**config.mk**
```make
export PLATFORM = sky130hd
export DESIGN_NAME = gcp_top
export DESIGN_NICKNAME = d
export VERILOG_FILES = /design/src/hdl/gcp_pkg.sv /design/src/hdl/gcp_tile_route.sv /design/src/hdl/gcp_top.sv
export SDC_FILE = /design/constraint.sdc
export NUM_CORES = 1
export LEC_CHECK = 0
export BUFFER_PORTS_ARGS = -buffer_cell sky130_fd_sc_hd__buf_2
export CAP_MARGIN = 30
export CORE_MARGIN = 2
export CORE_UTILIZATION = 31
export DETAILED_ROUTE_END_ITERATION = 7
export SKIP_LAST_GASP = 1
export SLEW_MARGIN = 20
export SYNTH_ARGS = -nofsm -noshare
export SYNTH_HDL_FRONTEND = slang
export SYNTH_SLANG_ARGS = --single-unit
```
**constraint.sdc**
```tcl
create_clock -name pclk -period 10.9 [get_ports pclk]
set_input_delay 2.18 -clock pclk [delete_from_list [all_inputs] [get_ports pclk]]
set_output_delay 2.18 -clock pclk [all_outputs]
set_load 0.05 [all_outputs]
```
**src/hdl/gcp_pkg.sv**
```systemverilog
/*
 global clock and pll control package: register map, field positions, reset values, pll timing
 and the bus carrier structs.
 assumes a 32-bit apb master and a 50 MHz pclk.
*/
// Operation
// eight global buffers reach every tile clock
// any four buffers selectable as tile lut inputs
// even buffers set/reset, odd buffers clock enable
// buffers 7,6,3..0 pins; 4 low-power, 5 high-speed
// unused global pins stay ordinary inputs/outputs
// tristate all user pins during configuration
// global reset to all flops during configuration
// tile flops wake in reset state
// reference from pin, strobe or routing; feedback two ways
// external feedback only when external path chosen
// feedback divider multiplies reference frequency
// output divider 1 to 64, powers of two
// lock rises when aligned, drops on loss
// phase shift static or dynamic; relock after settle
// bypass 0 synthesised clock, 1 reference clock
// fine delay used only in dynamic mode
// freeze with both enables holds output, low power
// global and fabric outputs same frequency
// pll reset stops clock and clears lock
// user logic waits for lock before using clock
package gcp_pkg;
	localparam logic [7:0] GCP_OFS_CTRL = 8'h00;
	localparam logic [7:0] GCP_OFS_PLL_CFG = 8'h04;
	localparam logic [7:0] GCP_OFS_DELAY = 8'h08;
	localparam logic [7:0] GCP_OFS_STATUS = 8'h0C;
	localparam logic [7:0] GCP_OFS_TILE0 = 8'h10;
	localparam int GCP_CTRL_G4_PLL = 0;
	localparam int GCP_CTRL_G5_PLL = 1;
	localparam int GCP_CTRL_PIN_CLK = 2;
	localparam int GCP_CFG_REF_SEL = 0;
	localparam int GCP_CFG_FB_EXT = 2;
	localparam int GCP_CFG_BYPASS = 3;
	localparam int GCP_CFG_ODIV = 4;
	localparam int GCP_CFG_FB_DIV = 8;
	localparam int GCP_CFG_DLY_DYN = 15;
	localparam int GCP_CFG_FRZ_A = 16;
	localparam int GCP_CFG_FRZ_B = 17;
	localparam int GCP_TILE_CLK = 0;
	localparam int GCP_TILE_LUT = 3;
	localparam int GCP_TILE_SR_EN = 15;
	localparam int GCP_TILE_SR_PAIR = 16;
	localparam int GCP_TILE_CE_EN = 18;
	localparam int GCP_TILE_CE_PAIR = 19;
	localparam logic [31:0] GCP_RST_CTRL = 32'h0000_0000;
	localparam logic [31:0] GCP_RST_PLL_CFG = 32'h0000_0100;
	localparam logic [31:0] GCP_RST_DELAY = 32'h0000_0000;
	localparam logic [31:0] GCP_RST_TILE = 32'h0000_0000;
	localparam logic [1:0] GCP_REF_PIN = 2'h0;
	localparam logic [1:0] GCP_REF_STROBE = 2'h1;
	localparam logic [1:0] GCP_REF_FABRIC = 2'h2;
	localparam int GCP_ODIV_MAX_LOG = 6;
	localparam int GCP_CLK_MHZ = 50;
	localparam int GCP_LOCK_SETTLE_US = 50;
	localparam int GCP_LOCK_SETTLE_CYC = GCP_LOCK_SETTLE_US * GCP_CLK_MHZ;
	localparam int GCP_LOCK_REF_PERIODS = 4;

	typedef struct packed {
		logic [7:0] paddr;
		logic psel;
		logic penable;
		logic pwrite;
		logic [31:0] pwdata;
	} gcp_apb_req_t;

	typedef struct packed {
		logic [31:0] prdata;
		logic pready;
		logic pslverr;
	} gcp_apb_rsp_t;

	typedef enum logic [1:0] {
		GCP_PLL_RESET = 2'h0,
		GCP_PLL_ACQUIRE = 2'h1,
		GCP_PLL_SETTLE = 2'h3,
		GCP_PLL_LOCKED = 2'h2
	} gcp_pll_state_t;
endpackage

```
**src/hdl/gcp_tile_route.sv**
```systemverilog
/*
 per-tile routing of the eight global buffers onto clock, lut, set/reset and enable inputs.
 assumes the configuration word is stable and the global buffers are pclk-synchronous.
*/
`timescale 1ns/1ps
module gcp_tile_route
(
	input wire logic pclk,
	input wire logic presetn,
	input wire logic wake_reset,
	input wire logic [7:0] gbuf,
	input wire logic [31:0] cfg,
	output logic tile_clk,
	output logic [3:0] tile_lut,
	output logic tile_sr,
	output logic tile_ce
);
	typedef struct packed {
		logic clk;
		logic [3:0] lut;
		logic sr;
		logic ce;
	} gcp_tile_state_t;

	gcp_tile_state_t st_reg;
	gcp_tile_state_t st_next;
	logic [2:0] lut_sel;
	logic [1:0] sr_pair;
	logic [1:0] ce_pair;

	always_comb
	begin
		st_next = st_reg;
		sr_pair = cfg[gcp_pkg::GCP_TILE_SR_PAIR +: 2];
		ce_pair = cfg[gcp_pkg::GCP_TILE_CE_PAIR +: 2];
		lut_sel = 3'h0;
		st_next.clk = gbuf[cfg[gcp_pkg::GCP_TILE_CLK +: 3]];
		for (int i = 0; i < 4; i++)
		begin
			lut_sel = cfg[gcp_pkg::GCP_TILE_LUT + 3 * i +: 3];
			st_next.lut[i] = gbuf[lut_sel];
		end
		// wake-up forces set/reset so every tile flop starts cleared
		st_next.sr = wake_reset | (cfg[gcp_pkg::GCP_TILE_SR_EN] & gbuf[{sr_pair, 1'b0}]);
		st_next.ce = ~wake_reset & cfg[gcp_pkg::GCP_TILE_CE_EN] & gbuf[{ce_pair, 1'b1}];
	end

	always_ff @(posedge pclk or negedge presetn)
	begin
		if (!presetn)
			st_reg <= '{clk: 1'b0, lut: 4'h0, sr: 1'b1, ce: 1'b0};
		else
			st_reg <= st_next;
	end

	assign tile_clk = st_reg.clk;
	assign tile_lut = st_reg.lut;
	assign tile_sr = st_reg.sr;
	assign tile_ce = st_reg.ce;
endmodule

```
**src/hdl/gcp_top.sv**
```systemverilog
/*
 global clock/control distribution and a digital pll model with apb registers.
 assumes all pins and strobe sources are synchronous to pclk; the pll is synthesised by an
 accumulator, so output edges are quantised to pclk.
*/
`timescale 1ns/1ps
module gcp_top
#(
	parameter int NUM_TILES = 4,
	parameter int LOCK_SETTLE_CYC = gcp_pkg::GCP_LOCK_SETTLE_CYC
)
(
	input wire logic pclk,
	input wire logic presetn,
	input wire gcp_pkg::gcp_apb_req_t apb_req,
	output gcp_pkg::gcp_apb_rsp_t apb_rsp,
	input wire logic config_active,
	input wire logic [5:0] global_pin_in,
	input wire logic [5:0] user_pin_out,
	input wire logic [5:0] user_pin_oe,
	output logic [5:0] global_pin_out,
	output logic [5:0] global_pin_oe,
	output logic [5:0] pin_to_fabric,
	output logic global_tristate_control,
	output logic global_wake_reset,
	input wire logic low_power_strobe_source,
	input wire logic high_speed_strobe_source,
	output logic [7:0] global_clock_buffers,
	output logic [NUM_TILES-1:0] tile_clk,
	output logic [NUM_TILES-1:0][3:0] tile_lut,
	output logic [NUM_TILES-1:0] tile_sr,
	output logic [NUM_TILES-1:0] tile_ce,
	input wire logic pll_reference_clock,
	input wire logic fabric_reference,
	input wire logic external_feedback_in,
	input wire logic pll_reset_n,
	input wire logic [7:0] fine_delay_adjust,
	input wire logic pll_freeze_request,
	output logic pll_out_to_global_net,
	output logic pll_out_to_fabric,
	output logic pll_lock
);
	typedef struct packed {
		logic [31:0] ctrl;
		logic [31:0] pll_cfg;
		logic [31:0] delay;
		logic [NUM_TILES-1:0][31:0] tile_cfg;
		logic [7:0] gbuf;
		logic tristate;
		logic wake;
		logic [5:0] pin_out;
		logic [5:0] pin_oe;
		logic [5:0] pin_in;
		gcp_pkg::gcp_pll_state_t pst;
		logic ref_prev;
		logic fb_prev;
		logic fb_seen;
		logic [15:0] per_cnt;
		logic [15:0] ref_period;
		logic [16:0] acc;
		logic vco;
		logic [5:0] div_cnt;
		logic [7:0] last_delay;
		logic [2:0] stable_cnt;
		logic [15:0] settle_cnt;
		logic pll_out;
		logic lock;
	} gcp_state_t;

	gcp_state_t st_reg;
	gcp_state_t st_next;

	// constant reset image: the asynchronous reset branch loads nothing computed
	localparam gcp_state_t ST_RST = '{
		ctrl: gcp_pkg::GCP_RST_CTRL,
		pll_cfg: gcp_pkg::GCP_RST_PLL_CFG,
		delay: gcp_pkg::GCP_RST_DELAY,
		tile_cfg: {NUM_TILES{gcp_pkg::GCP_RST_TILE}},
		tristate: 1'b1,
		wake: 1'b1,
		pst: gcp_pkg::GCP_PLL_RESET,
		default: '0
	};

	////////////////////////////////////////////////////////////////////////////////////////////
	// decoded configuration

	logic [1:0] ref_sel;
	logic fb_ext;
	logic bypass;
	logic [2:0] odiv_log;
	logic [6:0] fb_div;
	logic dly_dyn;
	logic frozen;
	logic [5:0] pin_clk_use;
	logic ref_lvl;
	logic fb_lvl;
	logic ref_rise;
	logic fb_rise;
	logic per_match;
	logic per_timeout;
	logic [7:0] eff_delay;
	logic dly_jump;
	logic disturb;
	logic div_out;
	logic [7:0] addr;
	logic acc_ok;
	logic wr_en;
	logic [31:0] rd_data;
	logic [16:0] acc_sum;
	logic [16:0] diff;

	assign ref_sel = st_reg.pll_cfg[gcp_pkg::GCP_CFG_REF_SEL +: 2];
	assign fb_ext = st_reg.pll_cfg[gcp_pkg::GCP_CFG_FB_EXT];
	assign bypass = st_reg.pll_cfg[gcp_pkg::GCP_CFG_BYPASS];
	assign odiv_log = st_reg.pll_cfg[gcp_pkg::GCP_CFG_ODIV +: 3];
	assign fb_div = st_reg.pll_cfg[gcp_pkg::GCP_CFG_FB_DIV +: 7];
	assign dly_dyn = st_reg.pll_cfg[gcp_pkg::GCP_CFG_DLY_DYN];
	assign pin_clk_use = st_reg.ctrl[gcp_pkg::GCP_CTRL_PIN_CLK +: 6];
	assign frozen = st_reg.pll_cfg[gcp_pkg::GCP_CFG_FRZ_A] & st_reg.pll_cfg[gcp_pkg::GCP_CFG_FRZ_B]
		& pll_freeze_request;

	always_comb
	begin
		case (ref_sel)
			gcp_pkg::GCP_REF_PIN: ref_lvl = pll_reference_clock;
			gcp_pkg::GCP_REF_STROBE: ref_lvl = low_power_strobe_source;
			gcp_pkg::GCP_REF_FABRIC: ref_lvl = fabric_reference;
			default: ref_lvl = pll_reference_clock;
		endcase
	end

	// the internal feedback is the divided output itself
	assign fb_lvl = fb_ext ? external_feedback_in : st_reg.pll_out;
	assign ref_rise = ref_lvl & ~st_reg.ref_prev;
	assign fb_rise = fb_lvl & ~st_reg.fb_prev;
	assign diff = (st_reg.per_cnt > st_reg.ref_period)
		? 17'(st_reg.per_cnt - st_reg.ref_period) : 17'(st_reg.ref_period - st_reg.per_cnt);
	assign per_match = (st_reg.ref_period != 16'h0000) && (diff <= 17'h00001);
	assign per_timeout = (st_reg.per_cnt == 16'hFFFF);
	assign eff_delay = dly_dyn ? fine_delay_adjust : st_reg.delay[7:0];
	assign dly_jump = (eff_delay != st_reg.last_delay);
	// a phase jump on the output that closes the loop costs lock
	assign disturb = (ref_rise & ~(per_match & st_reg.fb_seen)) | per_timeout
		| (dly_jump & ~fb_ext);
	// step by twice the feedback divider: two toggles per vco period
	assign acc_sum = st_reg.acc + 17'({fb_div, 1'b0});
	assign div_out = (odiv_log == 3'h0) ? st_reg.vco
		: st_reg.div_cnt[3'(odiv_log - 3'h1)];

	////////////////////////////////////////////////////////////////////////////////////////////
	// apb slave: zero wait states, unmapped offsets answer with pslverr

	assign addr = apb_req.paddr;

	always_comb
	begin
		acc_ok = 1'b1;
		rd_data = 32'h0000_0000;
		case (addr)
			gcp_pkg::GCP_OFS_CTRL: rd_data = st_reg.ctrl;
			gcp_pkg::GCP_OFS_PLL_CFG: rd_data = st_reg.pll_cfg;
			gcp_pkg::GCP_OFS_DELAY: rd_data = st_reg.delay;
			gcp_pkg::GCP_OFS_STATUS: rd_data = {st_reg.ref_period, 12'h000, st_reg.pst,
				config_active, st_reg.lock};
			default:
			begin
				acc_ok = 1'b0;
				for (int t = 0; t < NUM_TILES; t++)
				begin
					if (addr == 8'(gcp_pkg::GCP_OFS_TILE0 + 4 * t))
					begin
						acc_ok = 1'b1;
						rd_data = st_reg.tile_cfg[t];
					end
				end
			end
		endcase
	end

	assign wr_en = apb_req.psel & apb_req.penable & apb_req.pwrite & acc_ok;
	assign apb_rsp.pready = 1'b1;
	assign apb_rsp.pslverr = apb_req.psel & apb_req.penable & ~acc_ok;
	assign apb_rsp.prdata = (apb_req.psel & ~apb_req.pwrite & acc_ok) ? rd_data : 32'h0000_0000;

	////////////////////////////////////////////////////////////////////////////////////////////
	// next state

	always_comb
	begin
		st_next = st_reg;
		if (wr_en)
		begin
			case (addr)
				gcp_pkg::GCP_OFS_CTRL: st_next.ctrl = {24'h000000, apb_req.pwdata[7:0]};
				gcp_pkg::GCP_OFS_PLL_CFG: st_next.pll_cfg = {14'h0000, apb_req.pwdata[17:0]};
				gcp_pkg::GCP_OFS_DELAY: st_next.delay = {24'h000000, apb_req.pwdata[7:0]};
				default:
				begin
					for (int t = 0; t < NUM_TILES; t++)
					begin
						if (addr == 8'(gcp_pkg::GCP_OFS_TILE0 + 4 * t))
							st_next.tile_cfg[t] = {11'h000, apb_req.pwdata[20:0]};
					end
				end
			endcase
		end

		st_next.gbuf = {global_pin_in[5:4],
			st_reg.ctrl[gcp_pkg::GCP_CTRL_G5_PLL] ? st_reg.pll_out : high_speed_strobe_source,
			st_reg.ctrl[gcp_pkg::GCP_CTRL_G4_PLL] ? st_reg.pll_out : low_power_strobe_source,
			global_pin_in[3:0]};
		st_next.tristate = config_active;
		st_next.wake = config_active;
		st_next.pin_in = global_pin_in & ~pin_clk_use;
		st_next.pin_out = user_pin_out;
		st_next.pin_oe = user_pin_oe & ~pin_clk_use & {6{~config_active}};

		if (!pll_reset_n)
		begin
			// held in reset: no clock, no lock, restart acquisition on release
			st_next.pst = gcp_pkg::GCP_PLL_RESET;
			st_next.acc = 17'h00000;
			st_next.vco = 1'b0;
			st_next.div_cnt = 6'h00;
			st_next.pll_out = 1'b0;
			st_next.lock = 1'b0;
			st_next.stable_cnt = 3'h0;
			st_next.settle_cnt = 16'h0000;
			st_next.per_cnt = 16'h0000;
			st_next.fb_seen = 1'b0;
			st_next.ref_prev = ref_lvl;
			st_next.fb_prev = 1'b0;
			st_next.last_delay = eff_delay;
		end
		else if (!frozen)
		begin
			st_next.ref_prev = ref_lvl;
			st_next.fb_prev = fb_lvl;
			st_next.last_delay = eff_delay;
			if (ref_rise)
			begin
				st_next.ref_period = st_reg.per_cnt;
				st_next.per_cnt = 16'h0001;
				st_next.fb_seen = 1'b0;
			end
			else
			begin
				if (!per_timeout)
					st_next.per_cnt = st_reg.per_cnt + 16'h0001;
				if (fb_rise)
					st_next.fb_seen = 1'b1;
			end

			if (dly_jump)
				st_next.acc = {9'h000, eff_delay};
			else if (acc_sum >= {1'b0, st_reg.ref_period} && st_reg.ref_period != 16'h0000)
			begin
				st_next.acc = 17'(acc_sum - {1'b0, st_reg.ref_period});
				st_next.vco = ~st_reg.vco;
				if (!st_reg.vco)
					st_next.div_cnt = st_reg.div_cnt + 6'h01;
			end
			else
				st_next.acc = acc_sum;

			st_next.pll_out = bypass ? ref_lvl : div_out;

			case (st_reg.pst)
				gcp_pkg::GCP_PLL_RESET:
				begin
					st_next.pst = gcp_pkg::GCP_PLL_ACQUIRE;
				end
				gcp_pkg::GCP_PLL_ACQUIRE:
				begin
					if (disturb)
						st_next.stable_cnt = 3'h0;
					else if (ref_rise)
					begin
						st_next.stable_cnt = st_reg.stable_cnt + 3'h1;
						if (st_reg.stable_cnt == 3'(gcp_pkg::GCP_LOCK_REF_PERIODS - 1))
						begin
							st_next.pst = gcp_pkg::GCP_PLL_SETTLE;
							st_next.settle_cnt = 16'h0000;
						end
					end
				end
				gcp_pkg::GCP_PLL_SETTLE:
				begin
					if (disturb)
					begin
						st_next.pst = gcp_pkg::GCP_PLL_ACQUIRE;
						st_next.stable_cnt = 3'h0;
					end
					else if (st_reg.settle_cnt == 16'(LOCK_SETTLE_CYC - 1))
					begin
						st_next.pst = gcp_pkg::GCP_PLL_LOCKED;
						st_next.lock = 1'b1;
					end
					else
						st_next.settle_cnt = st_reg.settle_cnt + 16'h0001;
				end
				gcp_pkg::GCP_PLL_LOCKED:
				begin
					if (disturb)
					begin
						st_next.pst = gcp_pkg::GCP_PLL_ACQUIRE;
						st_next.lock = 1'b0;
						st_next.stable_cnt = 3'h0;
					end
				end
				default:
				begin
					st_next.pst = gcp_pkg::GCP_PLL_RESET;
					st_next.lock = 1'b0;
				end
			endcase
		end
	end

	always_ff @(posedge pclk or negedge presetn)
	begin
		if (!presetn)
			st_reg <= ST_RST;
		else
			st_reg <= st_next;
	end

	////////////////////////////////////////////////////////////////////////////////////////////
	// outputs and tile routing

	assign global_clock_buffers = st_reg.gbuf;
	assign global_tristate_control = st_reg.tristate;
	assign global_wake_reset = st_reg.wake;
	assign global_pin_out = st_reg.pin_out;
	assign global_pin_oe = st_reg.pin_oe;
	assign pin_to_fabric = st_reg.pin_in;
	assign pll_out_to_global_net = st_reg.pll_out;
	assign pll_out_to_fabric = st_reg.pll_out;
	assign pll_lock = st_reg.lock;

	generate
		for (genvar t = 0; t < NUM_TILES; t++)
		begin : g_tile
			gcp_tile_route u_route
			(
				.pclk(pclk),
				.presetn(presetn),
				.wake_reset(st_reg.wake),
				.gbuf(st_reg.gbuf),
				.cfg(st_reg.tile_cfg[t]),
				.tile_clk(tile_clk[t]),
				.tile_lut(tile_lut[t]),
				.tile_sr(tile_sr[t]),
				.tile_ce(tile_ce[t])
			);
		end
	endgenerate
endmodule

```
After elaboration in Yosys (flattened, before gate mapping). Index checks and enable logic that the tools add are counted.

Output and inout bits: 93. Memory bits (writable): 0. Flip-flop bits (word level): 263. Bits in latches: 0. Memories: 0. Input port bits: 79. ROM bits: 0.

Bitwise logic cells: 46. Eq/ne operators: 35. Divide/modulo/power cells: 0. Reductions and logical operators: 25. Order comparisons: 32. Multipliers: 0. Shifts and indexed selects: 0. Muxes and demuxes: 109. Add/subtract/negate cells: 9.

Operator list (number): 32-bit 2-to-1 mux (4); 32-bit case mux with 4 select lines (1); 3-bit by 4-bit less-than comparator with 1-bit output (second input constant) (29); 16-bit 2-to-1 mux (6); 90-bit 2-to-1 mux (1); 17-bit 2-to-1 mux (4); 1-bit binary-select mux with 3-bit select (21); 53-bit 2-to-1 mux (1); 1-bit 2-to-1 mux (43); 21-bit 2-to-1 mux (2); 16-bit by 16-bit subtractor with 17-bit output (2); 16-bit by 1-bit adder with 16-bit output (second input constant) (2); 8-bit by 5-bit equality test with 1-bit output (second input constant) (4); 16-bit case mux with 2 select lines (1); 1-bit bitwise AND (25); 3-bit inequality test (second input constant) (8); 19-bit 2-to-1 mux (1); 6-bit bitwise AND (3); 3-bit AND reduction (6); 17-bit by 8-bit adder with 17-bit output (1); 17-bit by 16-bit >= comparator with 1-bit output (1); 17-bit by 1-bit <= comparator with 1-bit output (second input constant) (1); 17-bit by 16-bit subtractor with 17-bit output (1); 1-bit binary-select mux with 2-bit select (8); 41 further kinds (80).

Longest topological paths before layout.
Word-level depth: 13. Mapped depth: 23. Mapped depth without buffers: 22.

Cells and area by module. Synthesis repeated with hierarchy kept, for this count alone.

Cell total of the unflattened synthesis: 1531. Area total of the unflattened synthesis: 16249.3 um^2.

By module, submodules not included: gcp_top (area an instance 13967.1 um^2, cells an instance 1407, instances 1); gcp_tile_route (area an instance 570.5 um^2, cells an instance 31, instances 4).

Least setup slack after synthesis. Ideal clock, no wire load.

Path type: input to output. Start: input port apb_req[35] (netlist name). End: output port apb_rsp[17] (netlist name). Stages: 9. Setup slack: 3.902 ns. Path buffers: 2. Data arrival time: 4.818 ns. Path through: or4_1 > nor2_1 > and2_1 > clkbuf_1 > nand2_1 > nor2_1 > clkbuf_1 > a222oi_1 > nor2_1.

RTL lines: from (decl) (RTL line gcp_top.sv:15) `input wire gcp_pkg::gcp_apb_req_t apb_req,`; to (decl) (RTL line gcp_top.sv:16) `output gcp_pkg::gcp_apb_rsp_t apb_rsp,`.

==> out/results.md <==
| Result | Reported | Unit |
|:---|:---|:---|
| Run status | finished clean | - |
| Skew-Pair Late Insertion Delay | 0.58 | ns |
| Max Fclk | 139 | MHz |
| Max Root-Sink Buffers | 3 | - |
| Total GRT Usage | 16.9 | % |
| Library cell contributing the largest single delay on the critical path | sky130_fd_sc_hd__or4_1 | - |
| Full die area | 0.0553 | mm2 |
| Startpoint-to-endpoint class of the critical path | input pin to primary output | - |
| Setup TNS | 0 | ns |
| Overflow left after global routing | 0 | - |
| Effective utilization at floorplan | 31.5 | % |
| Worst voltage drop across the vdd grid | 0.127 | mV |
| Row Count | 84 | - |
| Fill cells | 5209 | - |
| Shortest period the worst path allows | 7.20 | ns |
| Crit path launch type | input pin | - |
| Clock Sink Count | 263 | - |
| Number of clock buffers inserted by TritonCTS | 29 | - |
| Fraction of power spent switching nets | 32.7 | % |
| Worst path bufs/invs | 4 | - |
| Share of total power in sequential cells | 38.6 | % |
| Synth cell types | 84 | - |
| Setup fix buffers added after clock tree synthesis | 0 | - |
| Clk pwr share | 35.3 | % |
| Ports | 172 | - |
| Number of global-route vias before repair | 13100 | - |
| Worst min-delay path class | register to register | - |
| Register bit count reported by yosys | 263 | - |
| Vias after detailed routing | 13100 | - |
| Core area | 0.0527 | mm2 |
| Power density normalized to cell area | 146 | mW/mm2 |
| Critical Path AT | 5.02 | ns |
| Initial antenna violation count | 2 | - |
| Most used flip-flop cell after synthesis | sky130_fd_sc_hd__dfrtp_1 | - |
| Yosys Warn Count | 0 | - |
| Post-Synthesis Cell Area | 0.0166 | mm2 |
| Smallest hold slack | 0.502 | ns |
| Most frequent CP cell | sky130_fd_sc_hd__nor2_1 | - |
| Library cell used as clock root buffer | sky130_fd_sc_hd__clkbuf_16 | - |
| TritonCTS clock tree | done | - |
| Die Y-Extent | 235 | um |
| Detailed router's first-iteration violation count | 1048 | - |
| Port Buffer Count | 159 | - |
| Final number of setup-violating endpoints | 0 | - |
| Internal power of the cells | 1840 | uW |
| Wire length of the first global-routing pass | 75.6 | mm |
| Critical path fanouts, max | 18 | - |
| Most used cells in the layout excluding fill and tap cells | 257 x sky130_fd_sc_hd__dfrtp_1, 158 x sky130_fd_sc_hd__buf_2, 157 x sky130_fd_sc_hd__mux2_2 | - |
| Element type at the critical path end | primary output | - |
| H-tree levels | 1 | - |
| Crit-path cells | buf_2 -> or4_1 -> nor2_1 -> and2_1 -> buf_4 -> nand2_1 -> nor2_1 -> buf_4 -> a222oi_1 -> nor2_1 -> buf_2 | - |
| Total detailed-routing wirelength | 48.0 | mm |
| Number of hold-slack violations in the final timing report | 0 | - |
| Unrepaired setup endpoints after global routing | false | - |
| NumNets Final | 1843 | - |
| Number of synthesized flops with an enable pin | 0 | - |
| Combinational share of power | 26.1 | % |
| Max Transition Viols Final | 0 | - |
| Delay of the slowest cell on the worst path | 0.56 | ns |
| Sequential Area | 0.00659 | mm2 |
| Transition time of the tightest slew-check pin | 0.944 | ns |
| Final worst path period share | 66.1 | % |
| Switching power total | 894 | uW |
| Setup Skew | 0.0285 | ns |
| Commonest non-fill, non-tap cell in the layout | sky130_fd_sc_hd__dfrtp_1 | - |
| Hold_buf cts | 0 | - |
| Clock transition at the registers of the reported paths | 0.06 | ns |
| Worst relative slew slack | 36.9 | % |
| Standby leakage power | 0.00854 | uW |
| Pin count of the biggest net entering global routing | 158 | - |
| Number of maximum-capacitance constraint violations | 0 | - |
| Routed via count divided by cell count | 5.45 | - |
| Number of routed nets with antenna violations | 0 | - |
| Multi-input combinational cell area | 0.00901 | mm2 |
| Post-synthesis net count | 1758 | - |
| Global placer's final weighted congestion | 0.859 | - |
| Number of standard cells after synthesis | 1611 | - |
| Total chip power | 2730 | uW |
| Mean routed wirelength per cell | 20.0 | um |
| Required time of the worst setup path | 8.72 | ns |
| Layout area overhead | 13.2 | % |
| Number of design rule violations left after detail routing | 0 | - |
| Average footprint of a synthesized cell | 10.3 | um2 |
| Flip-flop count of the largest register after layout | 185 | - |
| Delay-heaviest family, CP | simple AND/OR/NAND/NOR gates | - |
| Sequential element share of the synthesized area | 39.8 | % |
| Hpwl dp | 34.3 | mm |
| Fraction of final layout cells sized beyond drive strength 1 | 27.0 | % |
| Share of synthesized flip-flops with an asynchronous set or reset | 100 | % |
| First drt pass iteration count | 6 | - |
| Chip width | 235 | um |
| Cts repair resizes | 0 | - |
worst register-to-register path, delay by kind of cell, from the launching register on:
kind	cells	cell delay, ns
compound gates	11	1.87
xor+xnor	2	0.30
fa+ha+maj	3	0.97
buf+inv	2	0.43
flops	1	0.38
simple gates	5	0.75
power groups by stage:
stage | registers (uW) | clock network [uW] | logic (uW)
2_1_floorplan | 1070 | 0 | 522
3_3_place_gp | 1080 | 0 | 682
3_5_place_dp | 1080 | 0 | 696
4_1_cts | 1060 | 985 | 702
5_1_grt | 1060 | 1030 | 786
6_report | 1050 | 965 | 715
cell families after synthesis:
kind of cell	count (synthesis)	share of synthesized area, %
xor gates and xnor gates	53	2.80
other	1	0.0226
buffers and inverters	207	5.87
adders and majority gates	68	5.32
and+or+nand+nor	440	12.9
muxes	239	19.2
AOI/OAI and AO/OA	340	14.1
DFF	263	39.8
synth_stat cells, types with 8 or more instances:
master,n,area share (%)
sky130_fd_sc_hd__a211oi_1,14,0.63
sky130_fd_sc_hd__a21o_1,29,1.3
sky130_fd_sc_hd__a21oi_1,73,2.2
sky130_fd_sc_hd__a222oi_1,15,0.91
sky130_fd_sc_hd__a22o_1,20,1.1
sky130_fd_sc_hd__a31oi_1,8,0.30
sky130_fd_sc_hd__and3_1,18,0.68
sky130_fd_sc_hd__buf_1,9,0.20
sky130_fd_sc_hd__buf_2,8,0.24
sky130_fd_sc_hd__buf_4,44,2.0
sky130_fd_sc_hd__clkbuf_1,66,1.5
sky130_fd_sc_hd__dfrtp_1,257,39
sky130_fd_sc_hd__ha_1,64,4.8
sky130_fd_sc_hd__inv_1,76,1.7
sky130_fd_sc_hd__mux2_2,157,11
sky130_fd_sc_hd__mux2i_1,34,2.1
sky130_fd_sc_hd__mux4_2,47,6.4
sky130_fd_sc_hd__nand2_1,119,2.7
sky130_fd_sc_hd__nand3_1,40,1.2
sky130_fd_sc_hd__nand4_1,27,1.0
sky130_fd_sc_hd__nor2_1,120,2.7
sky130_fd_sc_hd__nor2b_1,19,0.72
sky130_fd_sc_hd__nor3_1,31,0.94
sky130_fd_sc_hd__nor4_1,16,0.60
sky130_fd_sc_hd__o21ai_0,82,2.5
sky130_fd_sc_hd__o21bai_1,9,0.41
sky130_fd_sc_hd__o221ai_1,15,0.79
sky130_fd_sc_hd__or2_2,8,0.30
sky130_fd_sc_hd__xnor2_1,35,1.9
sky130_fd_sc_hd__xor2_1,18,0.95
worst paths after layout:
kind / depth (start not counted) / slack (ns) / from / to
worst max-delay path: 11 / 3.70 / apb_req[35] / apb_rsp[17]
worst min-delay path: 2 / 0.50 / st_reg[37] / st_reg[37]
worst max register to register: 23 / 6.12 / st_reg[37] / st_reg[52]
worst min register to register: 2 / 0.50 / st_reg[37] / st_reg[37]
max in group asynchronous: 2 / 7.94 / presetn / st_reg[64]
min in group asynchronous: 1 / 1.63 / presetn / st_reg[8]
cell type report:
type	count	share of cell area [%]
clock buffers	42	4.40
clock inverters	11	0.521
repair buffers	184	5.70
well taps	688	4.59
diodes	1	0.0134
multi-input cells	1141	48.1
flip-flops and latches	263	35.2
inverters	77	1.54
through the flow:
step	area [um2]	setup WS, ns	std cells	utilization [%]
2_1_floorplan	16600	3.90	1611	-
3_3_place_gp	17700	3.75	2348	33.7
3_5_place_dp	17700	3.76	2348	33.7
4_1_cts	18600	3.76	2401	35.4
5_1_grt	18700	3.52	2407	35.6
6_report	18700	3.70	2407	35.6
metal layers:
| metal | wire (um) | up-vias | global-route usage, % |
|---|---|---|---|
| met2 | 22400 | 435 | 27.1 |
| met5 | 11 | - | 0 |
| met3 | 2570 | 67 | 2.11 |
| li1 | - | 6060 | - |
| met1 | 21900 | 6544 | 24.1 |
| met4 | 1150 | 2 | 4.58 |
(Power assumes the default switching activity.)
